### config.mk
export PLATFORM = sky130hd
export DESIGN_NAME = tfs_transport_front
export DESIGN_NICKNAME = d
export VERILOG_FILES = /design/src/hw/tfs_pkg.sv /design/src/hw/tfs_transport_front.sv
export SDC_FILE = /design/constraint.sdc
export NUM_CORES = 2
export LEC_CHECK = 0
export ABC_AREA = 1
export BUFFER_PORTS_ARGS = -buffer_cell sky130_fd_sc_hd__clkbuf_2
export CORE_UTILIZATION = 65
export DETAILED_ROUTE_END_ITERATION = 10
export PLACE_DENSITY = 0.82
export SYNTH_ARGS = -nofsm -noshare
export SYNTH_HDL_FRONTEND = slang
export SYNTH_SLANG_ARGS = --single-unit
### constraint.sdc
create_clock -name pclk -period 10.3 [get_ports pclk]
set_input_delay 2.06 -clock pclk [delete_from_list [all_inputs] [get_ports pclk]]
set_output_delay 2.06 -clock pclk [all_outputs]
set_load 0.02 [all_outputs]
### src/hw/tfs_pkg.sv
// Constants shared by the transport front end: register map, fields, reset values.
// Assumes an APB master with 32-bit data and word-aligned byte addresses.
package tfs_pkg;
    localparam int unsigned CLK_HZ = 20000000;
    localparam logic [7:0] OFS_CTRL = 8'h00;
    localparam logic [7:0] OFS_FIFO_DELAY = 8'h04;
    localparam logic [7:0] OFS_SYNC_PATTERN = 8'h08;
    localparam logic [7:0] OFS_SYNC_PERIOD = 8'h0C;
    localparam logic [7:0] OFS_STATUS = 8'h10;
    // Control bit positions
    localparam int unsigned CTRL_SYNC_INSERT = 0;
    localparam int unsigned CTRL_AUTO_RESET = 1;
    localparam int unsigned CTRL_SCRAMBLE_OFF = 2;
    localparam int unsigned CTRL_RS_ON = 3;
    // Status bit positions
    localparam int unsigned STAT_ALARM_STICKY = 0;
    localparam int unsigned STAT_ALARM_NOW = 1;
    localparam int unsigned STAT_SYNC_LOCKED = 2;
    localparam int unsigned STAT_WR_PTR = 8;
    localparam int unsigned STAT_RD_PTR = 16;
    // Reset values
    localparam logic [3:0] CTRL_RESET = 4'h9;
    localparam logic [6:0] FIFO_DELAY_RESET = 7'h60;
    localparam logic [7:0] SYNC_PATTERN_RESET = 8'h47;
    localparam logic [7:0] SYNC_PERIOD_RESET = 8'hCC;
    // Datapath constants
    localparam int unsigned PTR_W = 7;
    localparam int unsigned FIFO_DEPTH = 128;
    localparam int unsigned SYMBOL_DIV = 4;
    localparam logic [7:0] RS_CHECK_BYTES = 8'h10;
    localparam int unsigned RS_R = 16;
    localparam logic [7:0] GF_POLY_LOW = 8'h1D;
    localparam logic [2:0] LOCK_FIRST_STATE = 3'h3;
    localparam logic [2:0] LOCK_LAST_STATE = 3'h5;
    localparam logic [14:0] PRBS_INIT = 15'h00A9;
    localparam logic [2:0] GROUP_INVERT = 3'h0;
endpackage : tfs_pkg

### src/hw/tfs_transport_front.sv
// Transport front end: rate FIFO, sync/error-flag reinsertion, scrambler, RS(R=16) encoder.
// Assumes one clock; byte and sample strobes arrive synchronous to pclk.
`timescale 1ns/1ps
`default_nettype none
module tfs_transport_front (
    input wire logic pclk,
    input wire logic presetn,
    input wire logic clk_en,
    input wire logic psel,
    input wire logic penable,
    input wire logic pwrite,
    input wire logic [7:0] paddr,
    input wire logic [31:0] pwdata,
    output logic [31:0] prdata,
    output logic pready,
    output logic pslverr,
    input wire logic input_byte_clock,
    input wire logic [7:0] in_data,
    input wire logic in_frame_start,
    input wire logic packet_error_in,
    input wire logic sequence_start_pulse,
    input wire logic output_sample_clock,
    input wire logic [2:0] sync_state,
    output logic [7:0] out_data,
    output logic out_valid,
    output logic out_frame_start,
    output logic fifo_alarm,
    output logic sync_locked
);
    localparam int unsigned ENTRY_W = 11;

    function automatic logic [6:0] gray_next(input logic [6:0] g);
        logic [6:0] b;
        b = '0;
        b[6] = g[6];
        for (int i = 5; i >= 0; i--) begin
            b[i] = b[i+1] ^ g[i];
        end
        b = b + 7'h01;
        return b ^ (b >> 1);
    endfunction : gray_next

    function automatic logic [7:0] gf_mul(input logic [7:0] a, input logic [7:0] b);
        logic [7:0] p;
        logic [7:0] x;
        p = '0;
        x = a;
        for (int i = 0; i < 8; i++) begin
            if (b[i]) begin
                p = p ^ x;
            end
            x = x[7] ? ((x << 1) ^ tfs_pkg::GF_POLY_LOW) : (x << 1);
        end
        return p;
    endfunction : gf_mul

    localparam int unsigned RS_GEN_W = 128;

    // Coefficients g0..g15 of the monic generator, built at elaboration
    function automatic logic [RS_GEN_W-1:0] rs_generator();
        logic [7:0] g [0:16];
        logic [7:0] root;
        logic [RS_GEN_W-1:0] r;
        for (int k = 0; k <= 16; k++) begin
            g[k] = '0;
        end
        g[0] = 8'h01;
        root = 8'h01;
        for (int i = 0; i < tfs_pkg::RS_R; i++) begin
            for (int k = 16; k > 0; k--) begin
                g[k] = g[k-1] ^ gf_mul(g[k], root);
            end
            g[0] = gf_mul(g[0], root);
            root = gf_mul(root, 8'h02);
        end
        r = '0;
        for (int k = 0; k < tfs_pkg::RS_R; k++) begin
            r[k*8 +: 8] = g[k];
        end
        return r;
    endfunction : rs_generator

    localparam logic [RS_GEN_W-1:0] RS_GEN = rs_generator();

    function automatic logic [7:0] reg_index_ok(input logic [7:0] a);
        return (a == tfs_pkg::OFS_CTRL || a == tfs_pkg::OFS_FIFO_DELAY ||
                a == tfs_pkg::OFS_SYNC_PATTERN || a == tfs_pkg::OFS_SYNC_PERIOD ||
                a == tfs_pkg::OFS_STATUS) ? 8'h01 : 8'h00;
    endfunction : reg_index_ok

    // Bus handshake: setup cycle raises pready for the access phase
    logic access;
    logic [3:0] ctrl_q;
    logic [6:0] fifo_delay_value_q;
    logic [7:0] sync_pat_q;
    logic [7:0] period_q;
    logic alarm_sticky_q;
    logic [6:0] wr_ptr_q;
    logic [6:0] rd_ptr_q;
    logic ptr_equal;
    logic fifo_delay_value_touch;
    logic status_read;

    assign access = psel && penable && pready;
    assign fifo_delay_value_touch = access && (paddr == tfs_pkg::OFS_FIFO_DELAY);
    assign status_read = access && !pwrite && (paddr == tfs_pkg::OFS_STATUS);
    assign ptr_equal = (wr_ptr_q == rd_ptr_q);

    always_ff @(posedge pclk or negedge presetn) begin
        if (!presetn) begin
            pready <= 1'b0;
            pslverr <= 1'b0;
            prdata <= '0;
        end else if (clk_en) begin
            pready <= psel && !penable;
            pslverr <= psel && !penable && (reg_index_ok(paddr) == 8'h00);
            if (psel && !penable && !pwrite) begin
                unique case (paddr)
                    tfs_pkg::OFS_CTRL: prdata <= {28'h0000000, ctrl_q};
                    tfs_pkg::OFS_FIFO_DELAY: prdata <= {25'h0000000, fifo_delay_value_q};
                    tfs_pkg::OFS_SYNC_PATTERN: prdata <= {24'h000000, sync_pat_q};
                    tfs_pkg::OFS_SYNC_PERIOD: prdata <= {24'h000000, period_q};
                    tfs_pkg::OFS_STATUS: begin
                        prdata <= '0;
                        prdata[tfs_pkg::STAT_ALARM_STICKY] <= alarm_sticky_q;
                        prdata[tfs_pkg::STAT_ALARM_NOW] <= fifo_alarm;
                        prdata[tfs_pkg::STAT_SYNC_LOCKED] <= sync_locked;
                        prdata[tfs_pkg::STAT_WR_PTR +: 7] <= wr_ptr_q;
                        prdata[tfs_pkg::STAT_RD_PTR +: 7] <= rd_ptr_q;
                    end
                    default: prdata <= '0;
                endcase
            end
        end
    end

    always_ff @(posedge pclk or negedge presetn) begin
        if (!presetn) begin
            ctrl_q <= tfs_pkg::CTRL_RESET;
            fifo_delay_value_q <= tfs_pkg::FIFO_DELAY_RESET;
            sync_pat_q <= tfs_pkg::SYNC_PATTERN_RESET;
            period_q <= tfs_pkg::SYNC_PERIOD_RESET;
        end else if (clk_en && access && pwrite) begin
            unique case (paddr)
                tfs_pkg::OFS_CTRL: ctrl_q <= pwdata[3:0];
                tfs_pkg::OFS_FIFO_DELAY: fifo_delay_value_q <= pwdata[6:0];
                tfs_pkg::OFS_SYNC_PATTERN: sync_pat_q <= pwdata[7:0];
                tfs_pkg::OFS_SYNC_PERIOD: period_q <= pwdata[7:0];
                default: ;
            endcase
        end
    end

    // Alarm latch: a new collision in the read cycle survives the clear
    always_ff @(posedge pclk or negedge presetn) begin
        if (!presetn) begin
            alarm_sticky_q <= 1'b0;
            fifo_alarm <= 1'b0;
        end else if (clk_en) begin
            fifo_alarm <= ptr_equal;
            alarm_sticky_q <= (alarm_sticky_q && !status_read) || ptr_equal;
        end
    end

    always_ff @(posedge pclk or negedge presetn) begin
        if (!presetn) begin
            sync_locked <= 1'b0;
        end else if (clk_en) begin
            sync_locked <= (sync_state >= tfs_pkg::LOCK_FIRST_STATE) &&
                           (sync_state <= tfs_pkg::LOCK_LAST_STATE);
        end
    end

    // Rate FIFO; the RAM is addressed by the Gray codes directly
    logic [ENTRY_W-1:0] fifo_mem [0:tfs_pkg::FIFO_DEPTH-1];
    logic [1:0] sample_div_q;
    logic sym_tick;
    logic auto_reload;
    logic [ENTRY_W-1:0] rd_entry;

    assign sym_tick = output_sample_clock && (sample_div_q == 2'(tfs_pkg::SYMBOL_DIV - 1));
    assign auto_reload = ctrl_q[tfs_pkg::CTRL_AUTO_RESET] && ptr_equal;
    assign rd_entry = fifo_mem[rd_ptr_q];

    always_ff @(posedge pclk) begin
        if (clk_en && input_byte_clock) begin
            fifo_mem[wr_ptr_q] <= {sequence_start_pulse, packet_error_in,
                                   in_frame_start, in_data};
        end
    end

    always_ff @(posedge pclk or negedge presetn) begin
        if (!presetn) begin
            sample_div_q <= '0;
        end else if (clk_en && output_sample_clock) begin
            sample_div_q <= sample_div_q + 2'h1;
        end
    end

    // Only CTRL_AUTO_RESET reloads the pointers when they meet; otherwise spacing is the host's job
    always_ff @(posedge pclk or negedge presetn) begin
        if (!presetn) begin
            wr_ptr_q <= '0;
            rd_ptr_q <= tfs_pkg::FIFO_DELAY_RESET;
        end else if (clk_en) begin
            if (fifo_delay_value_touch) begin
                rd_ptr_q <= pwrite ? pwdata[6:0] : fifo_delay_value_q;
                wr_ptr_q <= '0;
            end else if (auto_reload) begin
                rd_ptr_q <= fifo_delay_value_q;
                wr_ptr_q <= '0;
            end else begin
                if (input_byte_clock) begin
                    wr_ptr_q <= gray_next(wr_ptr_q);
                end
                if (sym_tick) begin
                    rd_ptr_q <= gray_next(rd_ptr_q);
                end
            end
        end
    end

    // Frame position, error flag, sync reinsertion and scrambling
    logic [7:0] f_data;
    logic f_frame;
    logic f_error;
    logic f_seq;
    logic [7:0] pos_q;
    logic [7:0] cur_pos;
    logic [2:0] group_q;
    logic [2:0] cur_group;
    logic err_pending_q;
    logic [14:0] prbs_q;
    logic [14:0] prbs_run;
    logic [7:0] prbs_byte;
    logic scr_on;
    logic is_sync;
    logic is_invert;
    logic in_gap;
    logic [7:0] s1_byte;
    logic [7:0] s1_data_q;
    logic [7:0] s1_pos_q;
    logic s1_valid_q;
    logic s1_frame_q;

    assign {f_seq, f_error, f_frame, f_data} = rd_entry;
    assign cur_pos = (f_frame || f_seq) ? 8'h00 : pos_q;
    assign cur_group = f_seq ? tfs_pkg::GROUP_INVERT : group_q;
    assign scr_on = !ctrl_q[tfs_pkg::CTRL_SCRAMBLE_OFF];
    assign is_sync = (cur_pos == 8'h00);
    assign is_invert = is_sync && scr_on && (cur_group == tfs_pkg::GROUP_INVERT);
    assign in_gap = ctrl_q[tfs_pkg::CTRL_RS_ON] &&
                    (cur_pos >= (period_q - tfs_pkg::RS_CHECK_BYTES));

    // Eight serial steps per byte, first bit onto the MSB
    always_comb begin
        logic fb;
        fb = 1'b0;
        prbs_run = prbs_q;
        prbs_byte = '0;
        for (int i = 7; i >= 0; i--) begin
            fb = prbs_run[13] ^ prbs_run[14];
            prbs_byte[i] = fb;
            prbs_run = {prbs_run[13:0], fb};
        end
    end

    always_comb begin
        s1_byte = f_data;
        if (is_sync && ctrl_q[tfs_pkg::CTRL_SYNC_INSERT] && sync_locked) begin
            s1_byte = sync_pat_q;
        end
        if (cur_pos == 8'h01 && err_pending_q) begin
            s1_byte[7] = 1'b1;
        end
        if (is_invert) begin
            s1_byte = ~s1_byte;
        end else if (scr_on && !is_sync && !in_gap) begin
            s1_byte = s1_byte ^ prbs_byte;
        end
    end

    always_ff @(posedge pclk or negedge presetn) begin
        if (!presetn) begin
            pos_q <= '0;
            group_q <= tfs_pkg::GROUP_INVERT;
            err_pending_q <= 1'b0;
        end else if (clk_en && sym_tick) begin
            pos_q <= (cur_pos >= period_q - 8'h01) ? 8'h00 : cur_pos + 8'h01;
            if (is_sync) begin
                group_q <= cur_group + 3'h1;
                err_pending_q <= f_error;
            end
        end
    end

    always_ff @(posedge pclk or negedge presetn) begin
        if (!presetn) begin
            prbs_q <= tfs_pkg::PRBS_INIT;
        end else if (clk_en && sym_tick) begin
            if (is_invert) begin
                prbs_q <= tfs_pkg::PRBS_INIT;
            end else if (!in_gap) begin
                prbs_q <= prbs_run;
            end
        end
    end

    always_ff @(posedge pclk or negedge presetn) begin
        if (!presetn) begin
            s1_data_q <= '0;
            s1_pos_q <= '0;
            s1_valid_q <= 1'b0;
            s1_frame_q <= 1'b0;
        end else if (clk_en) begin
            s1_valid_q <= sym_tick;
            if (sym_tick) begin
                s1_data_q <= s1_byte;
                s1_pos_q <= cur_pos;
                s1_frame_q <= is_sync;
            end
        end
    end

    // Systematic encoder: message bytes pass, the last sixteen slots carry parity
    logic [7:0] par_q [0:tfs_pkg::RS_R-1];
    logic [7:0] par_d [0:tfs_pkg::RS_R-1];
    logic [7:0] rs_fb;
    logic s1_gap;
    logic rs_on;

    assign rs_on = ctrl_q[tfs_pkg::CTRL_RS_ON];
    assign s1_gap = rs_on && (s1_pos_q >= (period_q - tfs_pkg::RS_CHECK_BYTES));
    // A fresh frame starts from clear parity, so a resync never mixes words
    assign rs_fb = s1_data_q ^ ((s1_pos_q == 8'h00) ? 8'h00 : par_q[tfs_pkg::RS_R-1]);

    generate
        for (genvar j = 0; j < tfs_pkg::RS_R; j++) begin : g_par
            logic [7:0] prev;
            if (j == 0) begin : g_first
                assign prev = 8'h00;
            end else begin : g_rest
                assign prev = (s1_pos_q == 8'h00) ? 8'h00 : par_q[j-1];
            end
            // Gap slots shift parity out; message slots divide by the generator
            assign par_d[j] = s1_gap ? prev : (prev ^ gf_mul(rs_fb, RS_GEN[j*8 +: 8]));
            always_ff @(posedge pclk or negedge presetn) begin
                if (!presetn) begin
                    par_q[j] <= '0;
                end else if (clk_en && s1_valid_q && rs_on) begin
                    par_q[j] <= par_d[j];
                end
            end
        end
    endgenerate

    always_ff @(posedge pclk or negedge presetn) begin
        if (!presetn) begin
            out_data <= '0;
            out_valid <= 1'b0;
            out_frame_start <= 1'b0;
        end else if (clk_en) begin
            out_valid <= s1_valid_q;
            if (s1_valid_q) begin
                out_frame_start <= s1_frame_q;
                if (s1_gap) begin
                    out_data <= par_q[tfs_pkg::RS_R-1];
                end else begin
                    out_data <= s1_data_q;
                end
            end
        end
    end
endmodule : tfs_transport_front
`default_nettype wire

; Word-level counts from Yosys, hierarchy flattened
; Memory sizes are Yosys's and may differ from the RTL's.
; Cells that the tools add are included.
[op_classes]
add_sub_neg = 7
n_mul = 0
div = 0
order_cmp = 5
eq_ne = 8
n_shift = 0
muxes = 60
bitwise = 78
n_reduce_logical = 58
[ops]
columns = cell, count
row1 = bitwise XOR 8 bit, 48
row2 = two-way mux 8 bit, 38
row3 = one-hot mux 23 bit (5 select lines), 1
row4 = two-way mux 7 bit, 7
row5 = two-way mux 5 bit, 7
row6 = zero test 8 bit, 4
row7 = two-way mux 15 bit, 2
row8 = logical AND 1 bit, 28
row9 = NOT 4 bit, 7
row10 = >= comparator 8 bit, 3
row11 = AND reduction 2 bit, 11
row12 = bitwise XOR 1 bit, 20
row13 = == test 8 x 4 -> 1 bit (second input constant), 2
row14 = adder 7 x 1 -> 7 bit (second input constant), 2
row15 = bitwise XOR 7 x 6 -> 7 bit, 2
row16 = adder 8 x 1 -> 8 bit (second input constant), 1
row17 = == test 8 x 1 -> 1 bit (second input constant), 1
row18 = == test 8 x 3 -> 1 bit (second input constant), 1
row19 = == test 8 x 5 -> 1 bit (second input constant), 1
row20 = NOT 8 bit, 1
row21 = subtractor 8 x 1 -> 8 bit (second input constant), 1
row22 = subtractor 8 x 5 -> 8 bit (second input constant), 1
row23 = == test 7 bit, 1
row24 = zero test 1 bit, 6
row25 = 11 further kinds, 20
[word_totals]
regBits = 263
latch_bits = 0
ramBits = 1408
romBits = 0
inputBits = 62
wordCells = 257
mem_count = 1
[memory_table]
columns = memory, depth, width, rd, rd_clocked_by_memory_dff, wr, line_no
row1 = fifo_mem, 128, 11, 1, 0, 1, tfs_transport_front.sv:175  ; logic [ENTRY_W-1:0] fifo_mem [0:tfs_pkg::FIFO_DEPTH-1];

; Longest topological paths before layout
[logic_depth]
ltp_word = 20
ltp_mapped = 32

; Worst setup path before layout
; OpenSTA, ideal clock, no wires.
[synth_timing]
kind = input-to-reg
from = input clk_en
to = memory fifo_mem[100][0], enable pin
setup_time_ps = 378
arrival_ps = 3636
required_time_ps = 9922
setup_slack_ps = 6286
stages = 7
path_buffers = 3
path_cell_list = clkbuf_1 -> nand2_1 -> inv_1 -> clkbuf_1 -> nand2_1 -> clkbuf_1 -> nor2_1
[synth_between]
elab_chain_cells = 3
[synth_lines]
columns = element, line_no
row1 = from (decl), tfs_transport_front.sv:8  ; input wire logic clk_en,
row2 = logical AND 1 bit, tfs_transport_front.sv:186  ; if (clk_en && input_byte_clock) begin
row3 = two-way mux 1 bit, tfs_transport_front.sv:186
row4 = two-way mux 1 bit (not written as such), tfs_transport_front.sv:187  ; fifo_mem[wr_ptr_q] <= {sequence_start_pulse, packet_error_in,
row5 = to (decl), tfs_transport_front.sv:175
; No other way between the ends.

; Worst setup path after layout
[layout_timing]
from = register rd_ptr_q[0]
to = register pos_q[6]
[layout_between]
elab_chain_cells = 5
[layout_lines]
columns = element, line_no
row1 = from (decl), tfs_transport_front.sv:99  ; logic [6:0] rd_ptr_q;
row2 = from (signal assigned), tfs_transport_front.sv:204  ; rd_ptr_q <= tfs_pkg::FIFO_DELAY_RESET;
row3 = from (signal assigned), tfs_transport_front.sv:207  ; rd_ptr_q <= pwrite ? pwdata[6:0] : fifo_delay_value_q;
row4 = from (signal assigned), tfs_transport_front.sv:210  ; rd_ptr_q <= fifo_delay_value_q;
row5 = memory (128 x 11 bit) (*), --
row6 = logical OR 1 bit (*), tfs_transport_front.sv:247  ; assign cur_pos = (f_frame || f_seq) ? 8'h00 : pos_q;
row7 = two-way mux 8 bit (*), tfs_transport_front.sv:247
row8 = named net cur_pos[0], tfs_transport_front.sv:229  ; logic [7:0] cur_pos;
row9 = adder 8 x 1 -> 8 bit or >= comparator 8 bit (tied branches), tfs_transport_front.sv:289  ; pos_q <= (cur_pos >= period_q - 8'h01) ? 8'h00 : cur_pos + 8'h01;
row10 = two-way mux 8 bit (*), tfs_transport_front.sv:289
row11 = to (signal assigned), tfs_transport_front.sv:289
row12 = to (decl), tfs_transport_front.sv:228  ; logic [7:0] pos_q;
; Mark *: on every way through the listed nets, which the timed path passes. The rest lies on a longest branch.
; A chain may end at the register's enable or synchronous reset.

==> results.py <==
metrics = {
    "layout": {
        "final_common_cell": "edfxtp_1",
        "layout.nets": 6255,
        "synthToLayoutAreaGrowth_pct": 8.93,
        "antenna-diode-count": 0,
        "drive_gt1_frac": 0.0799,
        "final_cell_mix": "edfxtp_1, nand2_1, nor2_1",
    },
    "yosys": {
        "synth_edf_count": 1408,
        "syn_area_um2": 71700,
        "synth_flop_cell": "edfxtp_1",
        "ys_seq_area_frac": 0.678,
        "async_flop_share": 0.152,
        "ys.warnings.count": 0,
        "avgSynthCellArea_um2": 11.5,
        "yosysUniqueCellTypes": 57,
        "netlist_instances": 6232,
        "ys_ff_latch": 1661,
    },
    "timing": {
        "rsz0062_at_grt": "false",
        "setup_slack_ns": 3.88,
        "final.setup.tns_ns": 0,
        "finClkSkew_ns": 0.0232,
        "tightestPinTransition_ns": 1.36,
        "slew_headroom": 0.0929,
        "post-route-min-period_ns": 6.42,
        "setup_viol": 0,
        "finalMaxSlewViolations": 0,
        "hold_viol": 0,
        "period_share": 0.624,
        "clock.fmax_mhz": 156,
    },
    "die": {
        "io-pin-count": 108,
        "num_rows": 121,
        "core_um2": 109000,
        "start_util": 0.657,
        "die_x_um": 334,
        "dieArea_um2": 112000,
        "die_height_um": 334,
    },
    "worst_setup_path": {
        "start_kind": "register",
        "endpoint_kind": "register",
        "required_ns": 11.00,
        "crit_fanout": 182,
        "cp_top_family": "simple AND/OR/NAND/NOR gates",
        "cp.arrival_ns": 7.13,
        "cpPeakStageDelay_ns": 0.66,
        "path_buf_inv": 6,
        "crit_path_top_delay_cell": "buf_12",
        "crit_path_frequent_cell": "nand2_1",
        "worstSetupPathType": "register to register",
    },
    "clocking": {
        "cts_buffers": 162,
        "clock_path_buffers": 3,
        "clk_pin_slew_ns": 0.06,
        "cts.sinks": 1661,
        "cts_root_buffer": "clkbuf_16",
        "cts_tree": "done",
        "htreeDepth": 4,
        "post_cts_resized": 0,
        "hold_buffers": 0,
        "insertion_delay_ns": 0.79,
        "postCtsSetupBuffers": 0,
    },
    "detailed_routing": {
        "drc": 0,
        "viasPerCell": 6.46,
        "vias": 50163,
        "firstDrtPassIters": 7,
        "ant_nets": 0,
        "totalWireLength_um": 187000,
        "drt_iter0_markers": 7592,
        "routedWlPerCell_um": 24.0,
    },
    "global_route": {
        "first_global_vias": 48182,
        "overflow": 0,
        "grt_max_degree": 183,
        "grt_pass1_wl_um": 281000,
        "grt_usage": 0.333,
        "antenna_found_initial": 2,
    },
    "flow_run": {
        "max_cap_viol_count": 0,
    },
    "power": {
        "intPower_w": 0.0135,
        "power_frac_seq": 0.340,
        "cellLeakagePower_nw": 27.8,
        "p_clk_frac": 0.259,
        "p_sw_frac": 0.408,
        "switchingPower_w": 0.00928,
        "power_density_nw_per_um2": 292,
        "ir_drop_v": 0.000258,
        "p_comb_frac": 0.402,
    },
    "min_path": {
        "hp-class": "register to register",
    },
    "status": {
        "status": "finished, final reports clean",
    },
    "placed_design": {
        "gp_congestion": 0.938,
        "dp_slack_ns": 4.21,
        "dpl.hpwl_um": 106000,
        "io_buffer_count": 73,
    },
}
path summary, 6_finish.rpt:
check,endpoint,start,slack [ns],cells after the start
worst min register to register,prbs_q[3]$_DFFE_PN1P_,prbs_q[3]$_DFFE_PN1P_,0.46,2
worst max-delay path,pos_q[6]$_DFFE_PN0P_,rd_ptr_q[0]$_DFFE_PN0P_,3.88,28
worst min-delay path,prbs_q[3]$_DFFE_PN1P_,prbs_q[3]$_DFFE_PN1P_,0.46,2
min in group asynchronous,pslverr$_DFFE_PN0P_,presetn,1.26,1
worst max register to register,pos_q[6]$_DFFE_PN0P_,rd_ptr_q[0]$_DFFE_PN0P_,3.88,28
max in group asynchronous,rd_ptr_q[0]$_DFFE_PN0P_,presetn,7.42,2
worst register-to-register path: cells and delay by family, from the launching register on:
family	cells	cell delay, ns
buffers and inverters	6	1.87
and+or+nand+nor	13	2.45
adders and majority gates	1	0.31
AOI/OAI and AO/OA	8	1.22
DFF	1	0.49
layer usage:
metal | global-route usage | vias up | wire, um
met5 | 0 | - | 31
met4 | 0.166 | 4 | 9840
met3 | 0.0714 | 617 | 23500
met2 | 0.513 | 3460 | 85400
met1 | 0.454 | 24073 | 67900
li1 | - | 22009 | -
cell type report:
cell class / instances / area, um2
Tap cell: 1476 / 1850
Timing Repair Buffer: 153 / 1080
Sequential cell: 1661 / 48700
Clock inverter: 104 / 957
Inverter: 278 / 1070
Clock buffer: 198 / 4300
Fill cell: 6903 / 31100
Multi-Input combinational cell: 3890 / 20200
per-stage QoR:
step | std cells | hold slack (ns) | total power (W) | util | instance area, um2
6_report | 7760 | 0.465 | 0.0228 | 0.715 | 78100
5_1_grt | 7760 | 0.478 | 0.0237 | 0.715 | 78100
4_1_cts | 7760 | 0.465 | 0.0225 | 0.715 | 78100
3_5_place_dp | 7458 | 0.459 | 0.0166 | 0.667 | 72800
3_3_place_gp | 7458 | 0.452 | 0.0163 | 0.667 | 72800
2_1_floorplan | 6241 | 0.443 | 0.0140 | - | 71700
registers in the layout (all words and copies together) (netlist names), 3 cells and up, named ones only:
name                flops
rd_ptr_q                6
prdata                 22
fifo_mem             1408
ctrl_q                  4
wr_ptr_q                7
s1_pos_q                8
group_q                 3
prbs_q                 15
out_data                8
sync_pat_q              8
period_q                8
pos_q                   8
fifo_delay_value_q      7
s1_data_q               8
par_q                 128
Yosys cell counts (7+ instances only):
library cell / number / area [um2]
inv_1: 251 / 942
dfrtp_1: 235 / 5880
inv_2: 16 / 60.1
o221ai_1: 144 / 1260
buf_4: 35 / 263
nand2_1: 977 / 3670
xor2_4: 7 / 193
o211ai_1: 174 / 1310
o31ai_1: 15 / 113
nand2_2: 15 / 93.8
clkinv_1: 11 / 41.3
dfstp_2: 18 / 473
clkbuf_1: 247 / 927
o21ai_0: 801 / 4010
a21oi_1: 64 / 320
buf_1: 18 / 67.6
buf_6: 8 / 90.1
xnor2_1: 116 / 1020
o21ai_1: 37 / 185
xor2_1: 96 / 841
nor3_1: 19 / 95.1
buf_2: 104 / 521
or2_1: 14 / 87.6
nand3_1: 263 / 1320
ha_1: 47 / 588
xor2_2: 7 / 114
o22ai_1: 169 / 1060
or2_2: 19 / 119
nand4_1: 25 / 156
edfxtp_1: 1408 / 42300
nor2_1: 807 / 3030
cell families (layout without fill, tap and decap cells):
group           Yosys count  count (layout)  synth area share
buf+inv                 690             733            0.0406
xor+xnor                227             227            0.0305
other cells               1              10         0.0000523
compound gates         1436            1436             0.119
fa+ha+maj                47              47           0.00820
simple gates           2169            2169             0.123
mux                       1               1          0.000157
flops                  1661            1661             0.678
power by group through the flow:
stage | registers (W) | logic (W) | clock network [W]
floorplan | 0.00772 | 0.00633 | 0
global placement | 0.00785 | 0.00850 | 0
detailed placement | 0.00785 | 0.00875 | 0
CTS | 0.00772 | 0.00887 | 0.00589
global route | 0.00773 | 0.00980 | 0.00615
finish | 0.00773 | 0.00915 | 0.00588
(Power assumes the default switching activity.)
